$ cat src/design/rtw_pkg.sv
package rtw_pkg;

   // ----------------------------------------------------------------
   // Register indices (byte address is four times the index).
   // ----------------------------------------------------------------
   localparam logic [7:0] IDX_CH7_HIGH  = 8'h9c;
   localparam logic [7:0] IDX_CH7_LOW   = 8'h9d;
   localparam logic [7:0] IDX_CH8_HIGH  = 8'h9e;
   localparam logic [7:0] IDX_CH8_LOW   = 8'h9f;
   localparam logic [7:0] IDX_BANK_SEL  = 8'hf0;
   localparam logic [7:0] IDX_LOCK_ONE  = 8'hf1;
   localparam logic [7:0] IDX_LOCK_TWO  = 8'hf2;
   localparam logic [7:0] IDX_CH_SELECT = 8'hf3;
   localparam logic [7:0] IDX_AUX_CTRL  = 8'he0;

   // ----------------------------------------------------------------
   // Field positions.
   // ----------------------------------------------------------------
   localparam int LOCK_CTRL_WORK_BIT = 5;
   localparam int LOCK_RAMP_WORK_BIT = 4;
   localparam int LOCK_CFG_BIT       = 3;
   localparam int LOCK_IRQ_MASK_BIT  = 2;
   localparam int LOCK_RAIL_WATCH_BIT = 1;
   localparam int LOCK_RAMP_ORDER_BIT = 0;
   localparam int AUX_SOFT_RST_BIT   = 0;
   localparam int AUX_SELFTEST_BIT   = 1;

   // ----------------------------------------------------------------
   // Values after reset and sequence codes.
   // ----------------------------------------------------------------
   localparam logic       BANK_RST      = 1'b0;
   localparam logic [5:0] LOCK_RST      = 6'h00;
   localparam logic [5:0] CH_SELECT_RST = 6'h3f;
   localparam logic       SELFTEST_RST  = 1'b0;
   localparam logic [15:0] STAMP_RST    = 16'h0000;
   localparam logic [1:0] SEQ_CODE_ON   = 2'h1;
   localparam logic [1:0] SEQ_CODE_OFF  = 2'h2;

   // ----------------------------------------------------------------
   // Timing: one timestamp tick is 50 us at a 100 ns clock.
   // ----------------------------------------------------------------
   localparam int         TICK_NS        = 50_000;
   localparam int         CLK_PERIOD_NS  = 100;
   localparam int         TICK_CYCLES    = TICK_NS / CLK_PERIOD_NS;
   localparam logic [8:0] TICK_LAST      = 9'(TICK_CYCLES - 1);

   typedef enum logic [1:0] {RTW_SEQ_IDLE, RTW_SEQ_ON, RTW_SEQ_OFF} rtw_seq_state_t;

   // Word index taken from an APB byte address.
   function automatic logic [7:0] rtw_index(input logic [9:0] addr);
      return addr[9:2];
   endfunction

   // Places a byte in the low lane of a 32-bit read word.
   function automatic logic [31:0] rtw_byte(input logic [7:0] b);
      return {24'h00_0000, b};
   endfunction

endpackage

$ cat src/design/rtw_ramp_lock.sv
// The APB interface to the registers was chosen for this implementation.
`timescale 1ns/1ps
// Notes on behaviour
// - Each channel keeps the sequence timer value seen when it meets its capture condition.
// - In a power-on or sleep-exit sequence (code 01) capture happens on the low-fine rising crossing.
// - In a power-off or sleep-entry sequence (code 10) capture happens on the 200mV falling crossing.
// - The sequence timer advances once every 50 us.
// - Each timestamp is split into a read-only high byte at the even index and a low byte.
// - Bit 0 of the bank register picks bank 0 or 1, resets to zero, and bits 7:1 read zero.
// - A group is locked only when its bit is set in both lock registers.
// - Both lock registers reset to zero and a host write can never clear a set bit.
// - Lock bits clear only on power-up, soft reset, or self-test at sequence 2 exit when enabled.
// - Bit 5 locks the control working group against host writes.
// - Bit 4 locks the sequence working group against host writes.
// - Bit 3 locks the configuration group against host writes.
// - Bit 2 locks the interrupt enable group against host writes.
// - Bit 1 locks the whole monitor group, and the monitor registers of channels chosen in the channel select register.
// - Bit 0 locks the sequence group, and bits 7:6 of the lock registers read zero.
// - The channel select register holds one bit per channel in 5:0, resetting to ones.
module rtw_ramp_lock (
   input  wire logic                 pclk,
   input  wire logic                 presetn,
   input  wire logic                 psel,
   input  wire logic                 penable,
   input  wire logic                 pwrite,
   input  wire logic [9:0]           paddr,
   input  wire logic [31:0]          pwdata,
   input  wire logic [3:0]           pstrb,
   output logic      [31:0]          prdata,
   output logic                      pready,
   output logic                      pslverr,
   input  wire logic [1:0]           power_state_input,
   input  wire logic [1:0]           sleep_state_input,
   input  wire logic [1:0]           undervolt_low_fine_above,
   input  wire logic [1:0]           off_level_above,
   input  wire logic                 selftest_seq2_exit_done,
   output logic                      bank_select_out,
   output logic [5:0]                group_write_block,
   output logic [5:0]                channel_watch_block,
   output logic                      supervisor_soft_reset
);
   import rtw_pkg::*;

   // ----------------------------------------------------------------
   // Input synchronisers
   // ----------------------------------------------------------------
   logic [8:0]     sync1_r;
   logic [8:0]     sync2_r;
   logic [3:0]     lvl_prev_r;
   logic [1:0]     pwr_code;
   logic [1:0]     slp_code;
   logic [1:0]     pwr_prev_r;
   logic [1:0]     slp_prev_r;
   logic [1:0]     uv_above;
   logic [1:0]     off_above;
   logic [1:0]     uv_rise;
   logic [1:0]     off_fall;
   logic           selftest_done;

   // Every pin passes two flops; edges are taken from the second stage only.
   always_ff @(posedge pclk or negedge presetn) begin
      if (!presetn) begin
         sync1_r    <= '0;
         sync2_r    <= '0;
         lvl_prev_r <= '0;
         pwr_prev_r <= '0;
         slp_prev_r <= '0;
      end else begin
         sync1_r    <= {selftest_seq2_exit_done, off_level_above, undervolt_low_fine_above,
                        sleep_state_input, power_state_input};
         sync2_r    <= sync1_r;
         lvl_prev_r <= sync2_r[7:4];
         pwr_prev_r <= sync2_r[1:0];
         slp_prev_r <= sync2_r[3:2];
      end
   end

   assign pwr_code      = sync2_r[1:0];
   assign slp_code      = sync2_r[3:2];
   assign uv_above      = sync2_r[5:4];
   assign off_above     = sync2_r[7:6];
   assign selftest_done = sync2_r[8];
   assign uv_rise       = uv_above & ~lvl_prev_r[1:0];
   assign off_fall      = ~off_above & lvl_prev_r[3:2];

   // ----------------------------------------------------------------
   // Sequence timer
   // ----------------------------------------------------------------
   rtw_seq_state_t seq_r;
   rtw_seq_state_t seq_nxt;
   logic [8:0]     presc_r;
   logic [15:0]    timer_r;
   logic [1:0]     captured_r;
   logic           start_on;
   logic           start_off;
   logic           tick;
   logic [1:0]     cap_hit;

   // A sequence begins when either control input newly shows an active code.
   assign start_on  = (pwr_code == SEQ_CODE_ON && pwr_prev_r != SEQ_CODE_ON)
                    || (slp_code == SEQ_CODE_ON && slp_prev_r != SEQ_CODE_ON);
   assign start_off = (pwr_code == SEQ_CODE_OFF && pwr_prev_r != SEQ_CODE_OFF)
                    || (slp_code == SEQ_CODE_OFF && slp_prev_r != SEQ_CODE_OFF);
   assign tick      = (seq_r != RTW_SEQ_IDLE) && (presc_r == TICK_LAST);
   assign cap_hit   = (seq_r == RTW_SEQ_ON)  ? (uv_rise  & ~captured_r) :
                      (seq_r == RTW_SEQ_OFF) ? (off_fall & ~captured_r) :
                      2'h0;

   // A sequence ends once both channels hold a stamp; a new start restarts it.
   always_comb begin
      seq_nxt = seq_r;
      case (seq_r)
         RTW_SEQ_IDLE: begin
            if (start_on) seq_nxt = RTW_SEQ_ON;
            else if (start_off) seq_nxt = RTW_SEQ_OFF;
         end
         RTW_SEQ_ON, RTW_SEQ_OFF: begin
            if (start_on) seq_nxt = RTW_SEQ_ON;
            else if (start_off) seq_nxt = RTW_SEQ_OFF;
            else if ((captured_r | cap_hit) == 2'h3) seq_nxt = RTW_SEQ_IDLE;
         end
         default: seq_nxt = RTW_SEQ_IDLE;
      endcase
   end

   // The timer saturates rather than wrapping, so a stuck rail never aliases to an early stamp.
   always_ff @(posedge pclk or negedge presetn) begin
      if (!presetn) begin
         seq_r      <= RTW_SEQ_IDLE;
         presc_r    <= '0;
         timer_r    <= '0;
         captured_r <= '0;
      end else begin
         seq_r <= seq_nxt;
         if (start_on || start_off) begin
            presc_r    <= '0;
            timer_r    <= '0;
            captured_r <= '0;
         end else begin
            presc_r    <= tick ? 9'h000 : (seq_r != RTW_SEQ_IDLE ? presc_r + 9'h001 : presc_r);
            timer_r    <= (tick && timer_r != 16'hffff) ? timer_r + 16'h0001 : timer_r;
            captured_r <= captured_r | cap_hit;
         end
      end
   end

   // ----------------------------------------------------------------
   // Timestamp store
   // ----------------------------------------------------------------
   logic [15:0]    stamp_r [2];

   // Each channel keeps the timer value of its own crossing.
   always_ff @(posedge pclk or negedge presetn) begin
      if (!presetn) begin
         stamp_r[0] <= STAMP_RST;
         stamp_r[1] <= STAMP_RST;
      end else begin
         for (int i = 0; i < 2; i++) begin
            if (cap_hit[i]) stamp_r[i] <= timer_r;
         end
      end
   end

   // ----------------------------------------------------------------
   // APB decode
   // ----------------------------------------------------------------
   logic [7:0]     idx;
   logic           setup_ph;
   logic           wr_en;
   logic           wr_lane;
   logic           bank0;
   logic           hit_stamp;
   logic           hit_common;
   logic           mapped;
   logic           wr_bank;
   logic           wr_lock1;
   logic           wr_lock2;
   logic           wr_chsel;
   logic           wr_aux;
   logic           bank_r;

   // Zero wait states: every access phase completes at its first edge.
   assign idx        = rtw_index(paddr);
   assign pready     = 1'b1;
   assign setup_ph   = psel && !penable;
   assign wr_en      = psel && penable && pwrite;
   assign wr_lane    = pstrb[0];
   assign bank0      = !bank_r;
   assign hit_stamp  = bank0 && (idx >= IDX_CH7_HIGH) && (idx <= IDX_CH8_LOW);
   assign hit_common = (idx == IDX_BANK_SEL) || (idx == IDX_LOCK_ONE) || (idx == IDX_LOCK_TWO)
                     || (idx == IDX_CH_SELECT) || (idx == IDX_AUX_CTRL);
   assign mapped     = hit_stamp || hit_common;
   assign wr_bank    = wr_en && wr_lane && idx == IDX_BANK_SEL;
   assign wr_lock1   = wr_en && wr_lane && idx == IDX_LOCK_ONE;
   assign wr_lock2   = wr_en && wr_lane && idx == IDX_LOCK_TWO;
   assign wr_chsel   = wr_en && wr_lane && idx == IDX_CH_SELECT;
   assign wr_aux     = wr_en && wr_lane && idx == IDX_AUX_CTRL;

   // ----------------------------------------------------------------
   // Bank select and lock registers
   // ----------------------------------------------------------------
   logic [5:0]     lock1_r;
   logic [5:0]     lock2_r;
   logic [5:0]     chsel_r;
   logic           selftest_en_r;
   logic           soft_rst_r;
   logic           lock_clear;
   logic [5:0]     both_locked;

   assign both_locked = lock1_r & lock2_r;
   assign lock_clear  = soft_rst_r || (selftest_done && selftest_en_r);

   // Lock registers only ever gain bits from the host; a host set in the clear cycle survives.
   always_ff @(posedge pclk or negedge presetn) begin
      if (!presetn) begin
         bank_r  <= BANK_RST;
         lock1_r <= LOCK_RST;
         lock2_r <= LOCK_RST;
      end else begin
         if (wr_bank) bank_r <= pwdata[0];
         lock1_r <= (lock_clear ? LOCK_RST : lock1_r) | (wr_lock1 ? pwdata[5:0] : 6'h00);
         lock2_r <= (lock_clear ? LOCK_RST : lock2_r) | (wr_lock2 ? pwdata[5:0] : 6'h00);
      end
   end

   // The channel select belongs to the monitor group; the self-test enable to configuration.
   always_ff @(posedge pclk or negedge presetn) begin
      if (!presetn) begin
         chsel_r       <= CH_SELECT_RST;
         selftest_en_r <= SELFTEST_RST;
         soft_rst_r    <= 1'b0;
      end else begin
         if (wr_chsel && !both_locked[LOCK_RAIL_WATCH_BIT]) chsel_r <= pwdata[5:0];
         if (wr_aux && !both_locked[LOCK_CFG_BIT])
            selftest_en_r <= pwdata[AUX_SELFTEST_BIT];
         soft_rst_r <= wr_aux && !both_locked[LOCK_CTRL_WORK_BIT]
                       && pwdata[AUX_SOFT_RST_BIT];
      end
   end

   // Gates for registers held elsewhere in the supervisor, one per group.
   assign group_write_block[LOCK_CTRL_WORK_BIT]  = both_locked[LOCK_CTRL_WORK_BIT];
   assign group_write_block[LOCK_RAMP_WORK_BIT]  = both_locked[LOCK_RAMP_WORK_BIT];
   assign group_write_block[LOCK_CFG_BIT]        = both_locked[LOCK_CFG_BIT];
   assign group_write_block[LOCK_IRQ_MASK_BIT]   = both_locked[LOCK_IRQ_MASK_BIT];
   assign group_write_block[LOCK_RAIL_WATCH_BIT] = both_locked[LOCK_RAIL_WATCH_BIT];
   assign group_write_block[LOCK_RAMP_ORDER_BIT] = both_locked[LOCK_RAMP_ORDER_BIT];
   assign channel_watch_block = chsel_r & {6{both_locked[LOCK_RAIL_WATCH_BIT]}};
   assign bank_select_out     = bank_r;
   assign supervisor_soft_reset = soft_rst_r;

   // ----------------------------------------------------------------
   // Read path
   // ----------------------------------------------------------------
   logic [31:0]    rd_word;
   logic [31:0]    prdata_r;
   logic           err_r;

   // Reserved bits read zero; locked registers still read back their contents.
   always_comb begin
      rd_word = 32'h0000_0000;
      case (idx)
         IDX_CH7_HIGH:  rd_word = rtw_byte(stamp_r[0][15:8]);
         IDX_CH7_LOW:   rd_word = rtw_byte(stamp_r[0][7:0]);
         IDX_CH8_HIGH:  rd_word = rtw_byte(stamp_r[1][15:8]);
         IDX_CH8_LOW:   rd_word = rtw_byte(stamp_r[1][7:0]);
         IDX_BANK_SEL:  rd_word = rtw_byte({7'h00, bank_r});
         IDX_LOCK_ONE:  rd_word = rtw_byte({2'h0, lock1_r});
         IDX_LOCK_TWO:  rd_word = rtw_byte({2'h0, lock2_r});
         IDX_CH_SELECT: rd_word = rtw_byte({2'h0, chsel_r});
         IDX_AUX_CTRL:  rd_word = rtw_byte({6'h00, selftest_en_r, 1'b0});
         default:       rd_word = 32'h0000_0000;
      endcase
      if (!mapped) rd_word = 32'h0000_0000;
   end

   // Read data and error are captured in setup so they leave a flop in the access phase.
   always_ff @(posedge pclk or negedge presetn) begin
      if (!presetn) begin
         prdata_r <= 32'h0000_0000;
         err_r    <= 1'b0;
      end else if (setup_ph) begin
         prdata_r <= pwrite ? 32'h0000_0000 : rd_word;
         err_r    <= !mapped;
      end
   end

   assign prdata  = prdata_r;
   assign pslverr = err_r && psel && penable;

   // ----------------------------------------------------------------
   // Assertions
   // ----------------------------------------------------------------
   a_lock_no_clear: assert property (@(posedge pclk) disable iff (!presetn)
      !lock_clear |=> ((lock1_r & $past(lock1_r)) == $past(lock1_r))
                   && ((lock2_r & $past(lock2_r)) == $past(lock2_r)))
      else $error("lock bit dropped without a clear event");

   a_soft_reset_clear: assert property (@(posedge pclk) disable iff (!presetn)
      (wr_aux && pwdata[AUX_SOFT_RST_BIT] && !both_locked[LOCK_CTRL_WORK_BIT]
       && !wr_lock1 && !wr_lock2) ##1 (!wr_lock1 && !wr_lock2)
      |=> (lock1_r == LOCK_RST) && (lock2_r == LOCK_RST))
      else $error("soft reset did not clear the lock registers");

   a_cfg_write_block: assert property (@(posedge pclk) disable iff (!presetn)
      (wr_aux && both_locked[LOCK_CFG_BIT]) |=> $stable(selftest_en_r))
      else $error("locked configuration bit changed");

   a_chsel_write_block: assert property (@(posedge pclk) disable iff (!presetn)
      (wr_chsel && both_locked[LOCK_RAIL_WATCH_BIT]) |=> $stable(chsel_r))
      else $error("locked channel select changed");

   a_tick_spacing: assert property (@(posedge pclk) disable iff (!presetn)
      (tick && !start_on && !start_off) ##1 (!start_on && !start_off)[*8] |-> !tick)
      else $error("timestamp tick came too soon");

   a_capture_on: assert property (@(posedge pclk) disable iff (!presetn)
      (seq_r == RTW_SEQ_ON && uv_rise[0] && !captured_r[0])
      |=> stamp_r[0] == $past(timer_r))
      else $error("power-on stamp not taken on the low-fine crossing");

   a_capture_off: assert property (@(posedge pclk) disable iff (!presetn)
      (seq_r == RTW_SEQ_OFF && off_fall[1] && !captured_r[1])
      |=> stamp_r[1] == $past(timer_r))
      else $error("power-off stamp not taken on the off crossing");

   a_bank_write: assert property (@(posedge pclk) disable iff (!presetn)
      wr_bank |=> bank_select_out == $past(pwdata[0]))
      else $error("bank select did not follow the write");

   a_stamp_read: assert property (@(posedge pclk) disable iff (!presetn)
      (setup_ph && !pwrite && bank0 && idx == IDX_CH8_HIGH)
      |=> prdata == {24'h00_0000, $past(stamp_r[1][15:8])})
      else $error("high byte read mismatch");

   a_lock_both: assert property (@(posedge pclk) disable iff (!presetn)
      (lock1_r[LOCK_IRQ_MASK_BIT] != lock2_r[LOCK_IRQ_MASK_BIT])
      |-> !group_write_block[LOCK_IRQ_MASK_BIT])
      else $error("group locked with only one register set");

   // Stamps change only through a capture, which is what keeps them read-only to the host.
   a_stamp_read_only: assert property (@(posedge pclk) disable iff (!presetn)
      (cap_hit == 2'h0) |=> $stable(stamp_r[0]) && $stable(stamp_r[1]))
      else $error("timestamp changed without a capture");

   a_selftest_clear: assert property (@(posedge pclk) disable iff (!presetn)
      (selftest_done && selftest_en_r && !wr_lock1 && !wr_lock2)
      |=> (lock1_r == LOCK_RST) && (lock2_r == LOCK_RST))
      else $error("self-test exit did not clear the lock registers");

   a_soft_reset_block: assert property (@(posedge pclk) disable iff (!presetn)
      (wr_aux && both_locked[LOCK_CTRL_WORK_BIT]) |=> !supervisor_soft_reset)
      else $error("soft reset pulsed while the control group was locked");

   a_lock_reserved: assert property (@(posedge pclk) disable iff (!presetn)
      (setup_ph && !pwrite && (idx == IDX_LOCK_ONE || idx == IDX_LOCK_TWO))
      |=> prdata[31:6] == 26'h000_0000)
      else $error("reserved lock bits read back set");

   a_capture_ch7_off: assert property (@(posedge pclk) disable iff (!presetn)
      (seq_r == RTW_SEQ_OFF && off_fall[0] && !captured_r[0])
      |=> stamp_r[0] == $past(timer_r))
      else $error("power-off stamp of the first channel missed");

   a_capture_ch8_on: assert property (@(posedge pclk) disable iff (!presetn)
      (seq_r == RTW_SEQ_ON && uv_rise[1] && !captured_r[1])
      |=> stamp_r[1] == $past(timer_r))
      else $error("power-on stamp of the second channel missed");

endmodule // rtw_ramp_lock

$ cat config.mk
export PLATFORM = sky130hd
export DESIGN_NAME = rtw_ramp_lock
export DESIGN_NICKNAME = d
export VERILOG_FILES = /design/src/design/rtw_pkg.sv /design/src/design/rtw_ramp_lock.sv
export SDC_FILE = /design/constraint.sdc
export NUM_CORES = 1
export LEC_CHECK = 0
export ABC_AREA = 1
export BUFFER_PORTS_ARGS = -buffer_cell sky130_fd_sc_hd__clkbuf_2
export CAP_MARGIN = 30
export CORE_ASPECT_RATIO = 0.75
export CORE_UTILIZATION = 36
export CTS_BUF_LIST = sky130_fd_sc_hd__clkbuf_8
export CTS_CLUSTER_DIAMETER = 100
export DETAILED_ROUTE_END_ITERATION = 7
export SLEW_MARGIN = 5
export SYNTH_ARGS = -nofsm -noshare
export SYNTH_HDL_FRONTEND = slang
export SYNTH_SLANG_ARGS = --single-unit
$ cat constraint.sdc
create_clock -name pclk -period 1.9 [get_ports pclk]
set_input_delay 0.095 -clock pclk [delete_from_list [all_inputs] [get_ports pclk]]
set_output_delay 0.095 -clock pclk [all_outputs]
set_load 0.01 [all_outputs]
-- Yosys cells after proc, flatten, opt, wreduce, memory -nomap -nowiden
Index checks and enable logic that the tools add are counted.
- register bits after elaboration: 141
- input port bits: 60
- $add $sub $neg: 2
- magnitude comparators: 2
- equality and inequality tests: 24
- mux-type cells: 21
- bitwise gates (word level): 12
- reduce and logical (&&, ||, !) cells: 45
- operators by type and width (kind ; count):
    8-bit == test, second input constant ; 9
    8-bit case mux with 9 select lines ; 1
    32-bit two-way mux ; 2
    16-bit two-way mux ; 2
    9-bit two-way mux ; 3
    1-bit logical AND ; 24
    6-bit two-way mux ; 4
    16-bit by 1-bit adder with 16-bit output, second input constant ; 1
    2-bit two-way mux ; 8
    16-bit != test, second input constant ; 1
    6-bit bitwise AND ; 2
    6-bit bitwise OR ; 2
    9-bit by 1-bit adder with 9-bit output, second input constant ; 1
    9-bit == test, second input constant ; 1
    1-bit logical OR ; 9
    2-bit bitwise AND ; 4
    2-bit == test, second input constant ; 4
    8-bit >= comparator, second input constant ; 1
    8-bit less-or-equal comparator, second input constant ; 1
    2-bit by 1-bit == test with 1-bit output, second input constant ; 3
    1-bit zero test ; 6
    2-bit inverter ; 3
    2-bit by 1-bit != test with 1-bit output, second input constant ; 2
    2-bit != test, second input constant ; 2
    9 further kinds ; 10

-- Longest topological paths before layout
Gate-level depths: netlist of the first run.
- depth in word-level cells: 11
- gate-level depth with buffers: 10
- gate-level depth less buffers: 10

-- Least setup slack after synthesis of the first run
Ideal clock, no wire load.
- path kind: register -> register
- from: register timer_r[0]
- to: register timer_r[2]
- setup time: 0.065 ns
- arrival: 1.371 ns
- required time: 1.835 ns
- slack: 0.463 ns
- stages on the path, launching flop included: 10
- buffers on the path: 1
- clock period less this slack: 1.437 ns
- path through: dfrtp_1 -> ha_1 -> nand3_2 -> inv_2 -> nand2_1 -> nor2_2 -> nor2_4 -> buf_6 -> nand4_1 -> nand2_1
- longest elaborated chain between the ends: 3
- elaborated cells on any way between the ends: 6
- RTL lines (item ; line ; source):
    start, declared ; rtw_ramp_lock.sv:92 ; logic [15:0] timer_r;
    start signal, assigned ; rtw_ramp_lock.sv:141 ; timer_r <= (tick && timer_r != 16'hffff) ? timer_r + 16'h0001 : timer_r;
    16-bit by 1-bit adder with 16-bit output / 16-bit != test (equally long branches) ; rtw_ramp_lock.sv:141 ;
    16-bit two-way mux / 1-bit logical AND (equally long branches) ; rtw_ramp_lock.sv:141 ;
    16-bit two-way mux / 2-bit nonzero test (equally long branches) ; - ;
Parallel ways exist; a longest one is shown, timed or not. The select of a mux whose other input is x is not followed.
A chain may end at the register's enable or synchronous reset.

-- Final worst setup path of the first run
- from: register timer_r[0]
- to: register timer_r[3]
The elaborated chain is that of the path after synthesis.

==> summary by stage, run 1 <==
Pwr
The final total power is 5.56 mW. The switching power is 1.57 mW. The analysis attributes to cell leakage a power of ~3.5 nW.

Registers are responsible for a little under half of the overall power. In this run the power density over the cells is roughly 800 mW/mm^2. The design internal power is approximately 4 mW. The share of total power dissipated in the clock network is between 30 and 40%. The switching portion of total power is ~28%. The maximum vdd ir drop is a little over 0.4 mV. Combinational cells account for approximately an eighth of the total power.

STA
The remaining max-slew budget at the tightest pin is 60.1%. The final total negative setup slack is 0 ps. The final number of max-transition violations is 0. The maximum clock frequency is between 500 and 600 MHz.

Between clock sinks in the finished design, the worst skew comes to roughly 9.9 ps. At the pin with the least slew margin, the transition time is 596 ps. The time the worst path needs with I/O delays and setup is around 1700 ps. Setup repair after global routing left no endpoint under its margin. The final number of hold-violating endpoints is 0.

After layout, the worst path uses 89.8% of the clock period. The setup-violating endpoint count in the final report is 0.

Clock network
No sink is reached through more buffers than the 2 on the longest clock path. The clock sink count is 117. In this run, post-CTS hold repair placed 17 buffers.

The later pin in the worst-skew pair is clocked with a latency of ~440 ps. The H-tree depth reported by CTS is 4. Clock-pin slew was measured on the worst setup and hold paths at ~70 ps. The tree is rooted in a sky130_fd_sc_hd__clkbuf_8. TritonCTS built the clock tree.

The number of setup buffers added after CTS is 0. The total clock buffers created by CTS is 17. Post-CTS repair changed the size of 0 cells.

GRT
Across every metal layer, demand over resource in global routing totals ~18%. The number of global-route vias before repair came to roughly 4400. The global-route wire length before repair is 22.7 mm. The number of antenna violations at the first check in global routing came to 0.

The final global-route overflow total is 0. Entering global routing, the biggest net connects 34 pins.

Yosys
The number of synthesized flops with an enable pin is 0. A synthesized cell averages roughly 8.0 um^2. The number of different library cells used by synthesis comes to 35. Summing every instance area after synthesis gives 0.00586 mm^2. The commonest cells after synthesis are 208 x sky130_fd_sc_hd__nand2_1, 111 x sky130_fd_sc_hd__dfrtp_1, 88 x sky130_fd_sc_hd__nand3_1. After synthesis, the largest area contributor takes up between 40% and 50% of total cell area. The most used flip-flop cell after synthesis is sky130_fd_sc_hd__dfrtp_1.

The leading cell type by number of instances after synthesis is sky130_fd_sc_hd__nand2_1. After synthesis the netlist holds a flip-flop and latch count of 117. The share of synthesized flip-flops with an asynchronous set or reset is 100%. The count of warnings emitted by yosys is 0. The cell type contributing the most total cell area after synthesis is sky130_fd_sc_hd__dfrtp_1. The share of the yosys chip area belonging to registers is ~50%. Sorting the synthesized cells by area gives the leading types as sky130_fd_sc_hd__dfrtp_1 47%, sky130_fd_sc_hd__nand2_1 13%, sky130_fd_sc_hd__nand3_1 7.5%. Counting every instance in the synthesized netlist gives 735.

Worst setup path
STA classifies the critical path startpoint as a register. The library cell contributing the largest single delay on the critical path is sky130_fd_sc_hd__dfrtp_1. The setup check on the worst reg-to-reg path leaves a slack of a little under 200 ps.

Traced cell by cell, the critical path runs through ha_1, nand3_2, inv_2, nand2_1, nor2_2, nor2_4, nand4_1, nand2_1. Together, buffers and inverters on the worst path number 1. The gate family responsible for the most delay along the worst path is simple AND/OR/NAND/NOR gates.

The startpoint of the worst setup timing path is timer_r[0]$_DFFE_PN0P_. STA classifies the critical path endpoint as a register. The largest single stage delay on the critical path is ~400 ps. The number of cells traversed by the worst register-to-register path is 8. In this run the critical register-to-register path is launched from timer_r[0]$_DFFE_PN0P_. The required time of the worst setup path is around 2300 ps.

In this design, the critical path's most frequently occurring cell is sky130_fd_sc_hd__nand2_1. Of all nets on the critical path, the largest fanout is 16. The worst setup path category is reg -> reg.

Data on the critical path arrives at its endpoint at between 2000 and 2500 ps. In this run the number of cells on the critical path is 8.

Routing
The overall routed net length is about 14 mm. The routed layout has 4947 vias. After detailed routing, the number of remaining DRC violations is 0.

The detail route stage leaves a number of antenna-violating nets equal to 0. In the final routed layout, each cell accounts on average for 13.2 um. The pre-antenna-repair detailed-routing pass consisted of 5 iterations. The detail-routed via count per cell is 4.75. The number of design-rule violations left by the first detailed-router iteration is ~380.

Run status
The run finished with clean final reports.

Hold path
The worst hold path belongs to the class in -> reg. The worst hold path begins at pstrb[0]. The instance count along the most critical hold path is 4.

Layout
The share of layout cells above drive strength 1 is around 15%. The repair_antennas step left the layout with diodes totalling 0. The net count reported at finish is around 890.

The layout has approximately 1600 filler cells. The area growth from synthesis to final layout is 17.9%.

Die
The height of the chip is approximately 110 um. The total area inside the core boundary comes to 0.0160 mm^2. The total die area is around 0.017 mm^2. The number of standard-cell rows in the floorplan is 40.

The floorplan step set the die width to around 150 um. The starting density of the core is between 30% and 40%. The I/O pin total is roughly 110.

Placement
The wire-length estimate of the detail-placed layout is ~10 mm. The number of input and output port buffers inserted is 51. The congestion estimate from routability-driven global placement came to 0.895.

Job
Across the run, the number of max-cap violations was 0.
==> logic make-up after synthesis <==
| kind of cell | Yosys count | share of synthesized area [%] |
|---|---|---|
| other | 2 | 0.128 |
| buffers and inverters | 122 | 10.0 |
| AND/OR/NAND/NOR | 414 | 31.7 |
| adder cells (fa/ha/maj) | 6 | 1.28 |
| XOR/XNOR | 5 | 0.747 |
| AO/OA/AOI/OAI | 69 | 6.08 |
| flip-flops | 117 | 50.1 |
==> power groups by stage <==
stage               registers, mW  clock network [mW]  logic, mW
floorplan                    2.65                   0      0.469
global placement             2.66                   0      0.705
detailed placement           2.66                   0      0.704
CTS                          2.62                2.26      0.732
global route                 2.63                2.40      0.835
finish                       2.62                2.21      0.729
==> metrics by stage <==
step / instance area (um^2) / worst slack, ps / cells / utilization, % / hold slack [ps]
2_1_floorplan: 5950 / 463 / 758 / - / -201
3_3_place_gp: 6360 / 245 / 993 / 39.8 / 46.1
3_5_place_dp: 6360 / 236 / 993 / 39.8 / 41.5
4_1_cts: 6910 / 204 / 1041 / 43.3 / 12.9
5_1_grt: 6910 / 15.7 / 1041 / 43.3 / 28.9
6_report: 6910 / 195 / 1041 / 43.3 / 36.8
==> path summary, 6_finish.rpt <==
check,endpoint
max,timer_r[3]$_DFFE_PN0P_
min,supervisor_soft_reset$_DFF_PN0_
max reg2reg,timer_r[3]$_DFFE_PN0P_
min reg2reg,sync2_r[0]$_DFF_PN0_
max in group asynchronous,presc_r[0]$_DFFE_PN0P_
min in group asynchronous,timer_r[11]$_DFFE_PN0P_
==> layout make-up <==
cell class                      instances  area (um^2)  share of cell area [%]
Clock buffer                           18          248                    3.58
Multi-Input combinational cell        519         2430                    35.1
Clock inverter                         13          134                    1.94
Tap cell                              210          263                    3.80
Inverter                               81          304                    4.40
Sequential cell                       117         2940                    42.5
Timing Repair Buffer                   83          603                    8.72
==> registers in the layout, indices dropped and copies added, names as in the netlist <==
name / count
seq_r: 2
slp_prev_r: 2
supervisor_soft_reset: 1
chsel_r: 6
prdata: 8
stamp_r: 32
bank_select_out: 1
presc_r: 9
pwr_prev_r: 2
lock1_r: 6
timer_r: 16
lock2_r: 6
sync1_r: 9
captured_r: 2
lvl_prev_r: 4
sync2_r: 9
err_r: 1
selftest_en_r: 1
==> routing by layer <==
layer	vias to the layer above	wire length, um	global-route usage (%)
met3	7	945	5.24
met1	2316	7270	27.7
met4	0	118	5.03
met2	134	5460	22.6
li1	2490	-	-
met5	-	0	0
==> worst reg2reg max path: stages (launching register included) <==
cell                      delay, ps
sky130_fd_sc_hd__dfrtp_1        400
sky130_fd_sc_hd__ha_1           250
sky130_fd_sc_hd__nand3_2        150
sky130_fd_sc_hd__inv_2           60
sky130_fd_sc_hd__nand2_1        130
sky130_fd_sc_hd__nor2_2          70
sky130_fd_sc_hd__nor2_4         350
sky130_fd_sc_hd__nand4_1        140
sky130_fd_sc_hd__nand2_1         90
==> placed cells by master, fill, tap and decap left out, types with 4 or more instances in the layout <==
cell	n
sky130_fd_sc_hd__clkinv_2	5
sky130_fd_sc_hd__xor2_1	4
sky130_fd_sc_hd__nand4_1	34
sky130_fd_sc_hd__nand3_1	88
sky130_fd_sc_hd__o21ai_0	46
sky130_fd_sc_hd__buf_4	11
sky130_fd_sc_hd__clkbuf_8	18
sky130_fd_sc_hd__inv_1	73
sky130_fd_sc_hd__o21ai_1	13
sky130_fd_sc_hd__nor2_2	7
sky130_fd_sc_hd__nor2_1	59
sky130_fd_sc_hd__dfrtp_1	111
sky130_fd_sc_hd__dfstp_2	6
sky130_fd_sc_hd__buf_12	5
sky130_fd_sc_hd__nand2_1	208
sky130_fd_sc_hd__nor2_4	5
sky130_fd_sc_hd__conb_1	25
sky130_fd_sc_hd__o22ai_1	4
sky130_fd_sc_hd__ha_1	6
sky130_fd_sc_hd__inv_2	5
sky130_fd_sc_hd__clkbuf_2	50
sky130_fd_sc_hd__dlygate4sd3_1	17
Note: power is estimated with default switching activity, not from simulation.
==> run 2: changes to the inputs <==
CELL_PAD_IN_SITES_DETAIL_PLACEMENT = 1   (was default)
CELL_PAD_IN_SITES_GLOBAL_PLACEMENT = 1   (was default)
PLACE_DENSITY_LB_ADDON = 0.1   (was default)
==> run 2 against run 1 <==
Against the previous run:
- core utilization unchanged
- power rose by 0.13%
- setup slack better by 13 ps
- critical path depth unchanged
- sequential share of layout area is the same
- global-route usage grew 3.9 points
- via count up 3.8%
- worst hold slack gained 10 ps
- fmax grew 0.76%
- largest cell class unchanged
==> summary by stage, run 2 (synthesis results as in run 1) <==
GRT
The maximum number of pins on one net before global-route repair is 65 (was 34). The global-route wire length before repair is 27.8 mm (was 22.7 mm). The global-route usage over all layers was 21.5% (was 17.6%). The final global-route overflow total is 0 (unchanged). The number of antenna violations at the first check in global routing was 0 (unchanged).

The number of global-route vias before repair is 5421 (was 4433).

Worst setup path
The delay of the slowest critical-path stage is 420 ps (was 400 ps). The critical path launch point type is a register (unchanged). The setup slack on the worst flop-to-flop path is 210 ps (was 190 ps). Cell-by-cell listing of the critical path: inv_1, ha_1, nor2_1, nand3_1, clkinv_1, nand2_4, nand2_1, o21ai_1 (was ha_1, nand3_2, inv_2, nand2_1, nor2_2, nor2_4, nand4_1, nand2_1).

The library cell contributing the largest single delay on the critical path is sky130_fd_sc_hd__dfrtp_1 (unchanged). The data arrival time of the critical path is 2060 ps (was 2090 ps). The number of cells traversed by the worst register-to-register path is 8 (unchanged).

The endpoint of the most critical register-to-register path was timer_r[6]$_DFFE_PN0P_ (was timer_r[3]$_DFFE_PN0P_). The required time of the worst setup path is 2260 ps (was 2280 ps). The worst setup path category is reg -> reg (unchanged).

The largest fanout of any net on the critical path is 10 (was 16). The kind of end point of the critical path is a register (unchanged). The launch instance of the worst register-to-register path is seq_r[0]$_DFFE_PN0P_ (was timer_r[0]$_DFFE_PN0P_).

Clock network
The total clock buffers created by CTS is 17 (unchanged). The maximum buffer depth of the clock tree is 2 (unchanged). The clock sink count was 117 (unchanged). The clock latency reported for the late side of the worst-skew pair was 450 ps (was 440 ps). The H-tree depth reported by CTS is 4 (unchanged). The root buffer cell is sky130_fd_sc_hd__clkbuf_8 (unchanged). The clock-pin slew on the worst setup and hold paths is 70 ps (about the same). The CTS tree was built (unchanged).

Routing
The total number of vias came to 5137 (was 4947). The antenna violation net count after detailed routing is 0 (unchanged). The detail-routed via count per cell was 4.93 (was 4.75). The number of design-rule violations left by the first detailed-router iteration came to 284 (was 382).

The post-detailed-route wirelength per cell is 15.8 um (was 13.2 um). The number of DRC violations after detailed routing is 0 (unchanged). The number of search-and-repair iterations in the first detailed-routing pass is 4 (was 5). The overall routed net length was 16.5 mm (was 13.8 mm).

Die
The height of the chip is 113 um (unchanged). The starting density of the core was 36.7% (unchanged). The die width is 149 um (unchanged). The number of standard-cell rows in the floorplan came to 40 (unchanged). The total die area is 0.0168 mm^2 (unchanged). The core box area was 0.0160 mm^2 (unchanged). The I/O pin total is 108 (unchanged).

Hold path
The instance count along the most critical hold path is 4 (unchanged). The critical hold path startpoint was psel (was pstrb[0]). The worst hold path class is in -> reg (unchanged). The worst hold endpoint was err_r$_DFFE_PN0P_ (was supervisor_soft_reset$_DFF_PN0_).

Pwr
The power per cell area came to 805 mW/mm^2 (was 804 mW/mm^2). The final total power is 5.56 mW (about the same). The maximum vdd ir drop came to 0.445 mV (was 0.404 mV). The leakage power total was 3.52 nW (was 3.51 nW).

Layout
The number of flip-flops under the largest register name was 32 (unchanged). The number of inserted diodes is 0 (unchanged). The share of layout cells above drive strength 1 is 15.0% (was 15.3%).

The register with the most flip-flops is stamp_r (unchanged). The area growth from synthesis to final layout is 17.9% (unchanged). The final core utilization is 43.3% (unchanged). Largest registers ranked by flip-flop count: stamp_r x32, timer_r x16 (unchanged). Most frequent cells in the layout: 208 x sky130_fd_sc_hd__nand2_1, 111 x sky130_fd_sc_hd__dfrtp_1, 88 x sky130_fd_sc_hd__nand3_1, 77 x sky130_fd_sc_hd__inv_1, 59 x sky130_fd_sc_hd__nor2_1 (was 208 x sky130_fd_sc_hd__nand2_1, 111 x sky130_fd_sc_hd__dfrtp_1, 88 x sky130_fd_sc_hd__nand3_1, 73 x sky130_fd_sc_hd__inv_1, 59 x sky130_fd_sc_hd__nor2_1). The most frequent standard cell in the layout excluding fill and tap cells is sky130_fd_sc_hd__nand2_1 (unchanged). The net count reported at finish is 886 (was 885).

Placement
The number of input and output port buffers inserted came to 51 (unchanged). The placer congestion estimate came to 0.836 (was 0.895). The placed wire-length estimate is 12.1 mm (was 10.1 mm).

STA
The final cycle utilization of the critical path is 89.1% (was 89.8%). The remaining max-slew budget at the tightest pin is 62.0% (was 60.1%). The maximum clock frequency is 591 MHz (was 586 MHz).

The time the worst path needs with I/O delays and setup is 1690 ps (was 1710 ps). The final-layout worst hold slack is 47.1 ps (was 36.8 ps). The maximum clock skew at final layout is 17.7 ps (was 9.94 ps). The setup-violating endpoint count in the final report is 0 (unchanged).

Unrepaired setup endpoints after global routing: false (unchanged). The final number of max-transition violations is 0 (unchanged). The actual transition at the worst max-transition pin is 569 ps (was 596 ps). The final number of hold-violating endpoints came to 0 (unchanged). The final total negative setup slack is 0 ps (unchanged).

Run status
Outcome: finished, final reports clean (unchanged).

Job
The number of maximum-capacitance constraint violations was 0 (unchanged).
-- run 2: what timing repair did --
action | CTS | global route
hold endpoints to repair | 145 | 0
gates resized for setup | 0 | 1
setup endpoints to repair | 0 | 11
setup buffers | 0 | 1
hold buffers | 17 | 0
-- run 2: power breakdown --
part / total, mW / switching (mW) / internal [mW]
logic: 0.715 / 0.502 / 0.213
registers: 2.62 / 0.0561 / 2.56
clock network: 2.23 / 1.02 / 1.21
-- run 2: worst max-delay path by stage --
stage	slack, ps	start	to	cells past startpoint
3_5_place_dp	150	seq_r[0]$_DFFE_PN0P_	timer_r[6]$_DFFE_PN0P_	8
4_1_cts	130	seq_r[0]$_DFFE_PN0P_	timer_r[1]$_DFFE_PN0P_	8
5_1_grt	8	seq_r[1]$_DFFE_PN0P_	timer_r[5]$_DFFE_PN0P_	8
2_1_floorplan	460	timer_r[0]$_DFFE_PN0P_	timer_r[2]$_DFFE_PN0P_	9
6_report	210	seq_r[0]$_DFFE_PN0P_	timer_r[6]$_DFFE_PN0P_	8
3_3_place_gp	230	seq_r[0]$_DFFE_PN0P_	timer_r[1]$_DFFE_PN0P_	8
-- run 2: through the flow --
stage | instance area [um^2] | worst slack, ps | std cells
finish | 6910 | 208 | 1043
global route | 6910 | 7.92 | 1043
CTS | 6900 | 134 | 1042
detailed placement | 6350 | 155 | 993
global placement | 6350 | 229 | 993
floorplan | 5950 | 463 | 758
-- run 2: layout make-up --
| cell class | instances | area, um^2 |
|---|---|---|
| clock buffers | 19 | 262 |
| clock inverters | 13 | 120 |
| fillers | 1985 | 9050 |
| inverters | 81 | 304 |
| multi-input cells | 519 | 2430 |
| flip-flops and latches | 117 | 2940 |
| well taps | 210 | 263 |
| repair buffers | 84 | 598 |
-- run 2: critical path: cells and delay by family, from the launching register on --
family | cells | cell delay (ps)
and+or+nand+nor | 4 | 530
DFF | 1 | 420
adders and majority gates | 1 | 260
buffers and inverters | 2 | 250
AOI/OAI and AO/OA | 1 | 140
-- run 2: metal layers --
metal / vias up / wire length, um / GRT usage, %
li1: 2496 / - / -
met1: 2535 / 8520 / 31.5
met2: 93 / 7220 / 31.8
met3: 13 / 606 / 4.72
met4: 0 / 147 / 5.92
met5: - / 0 / 0
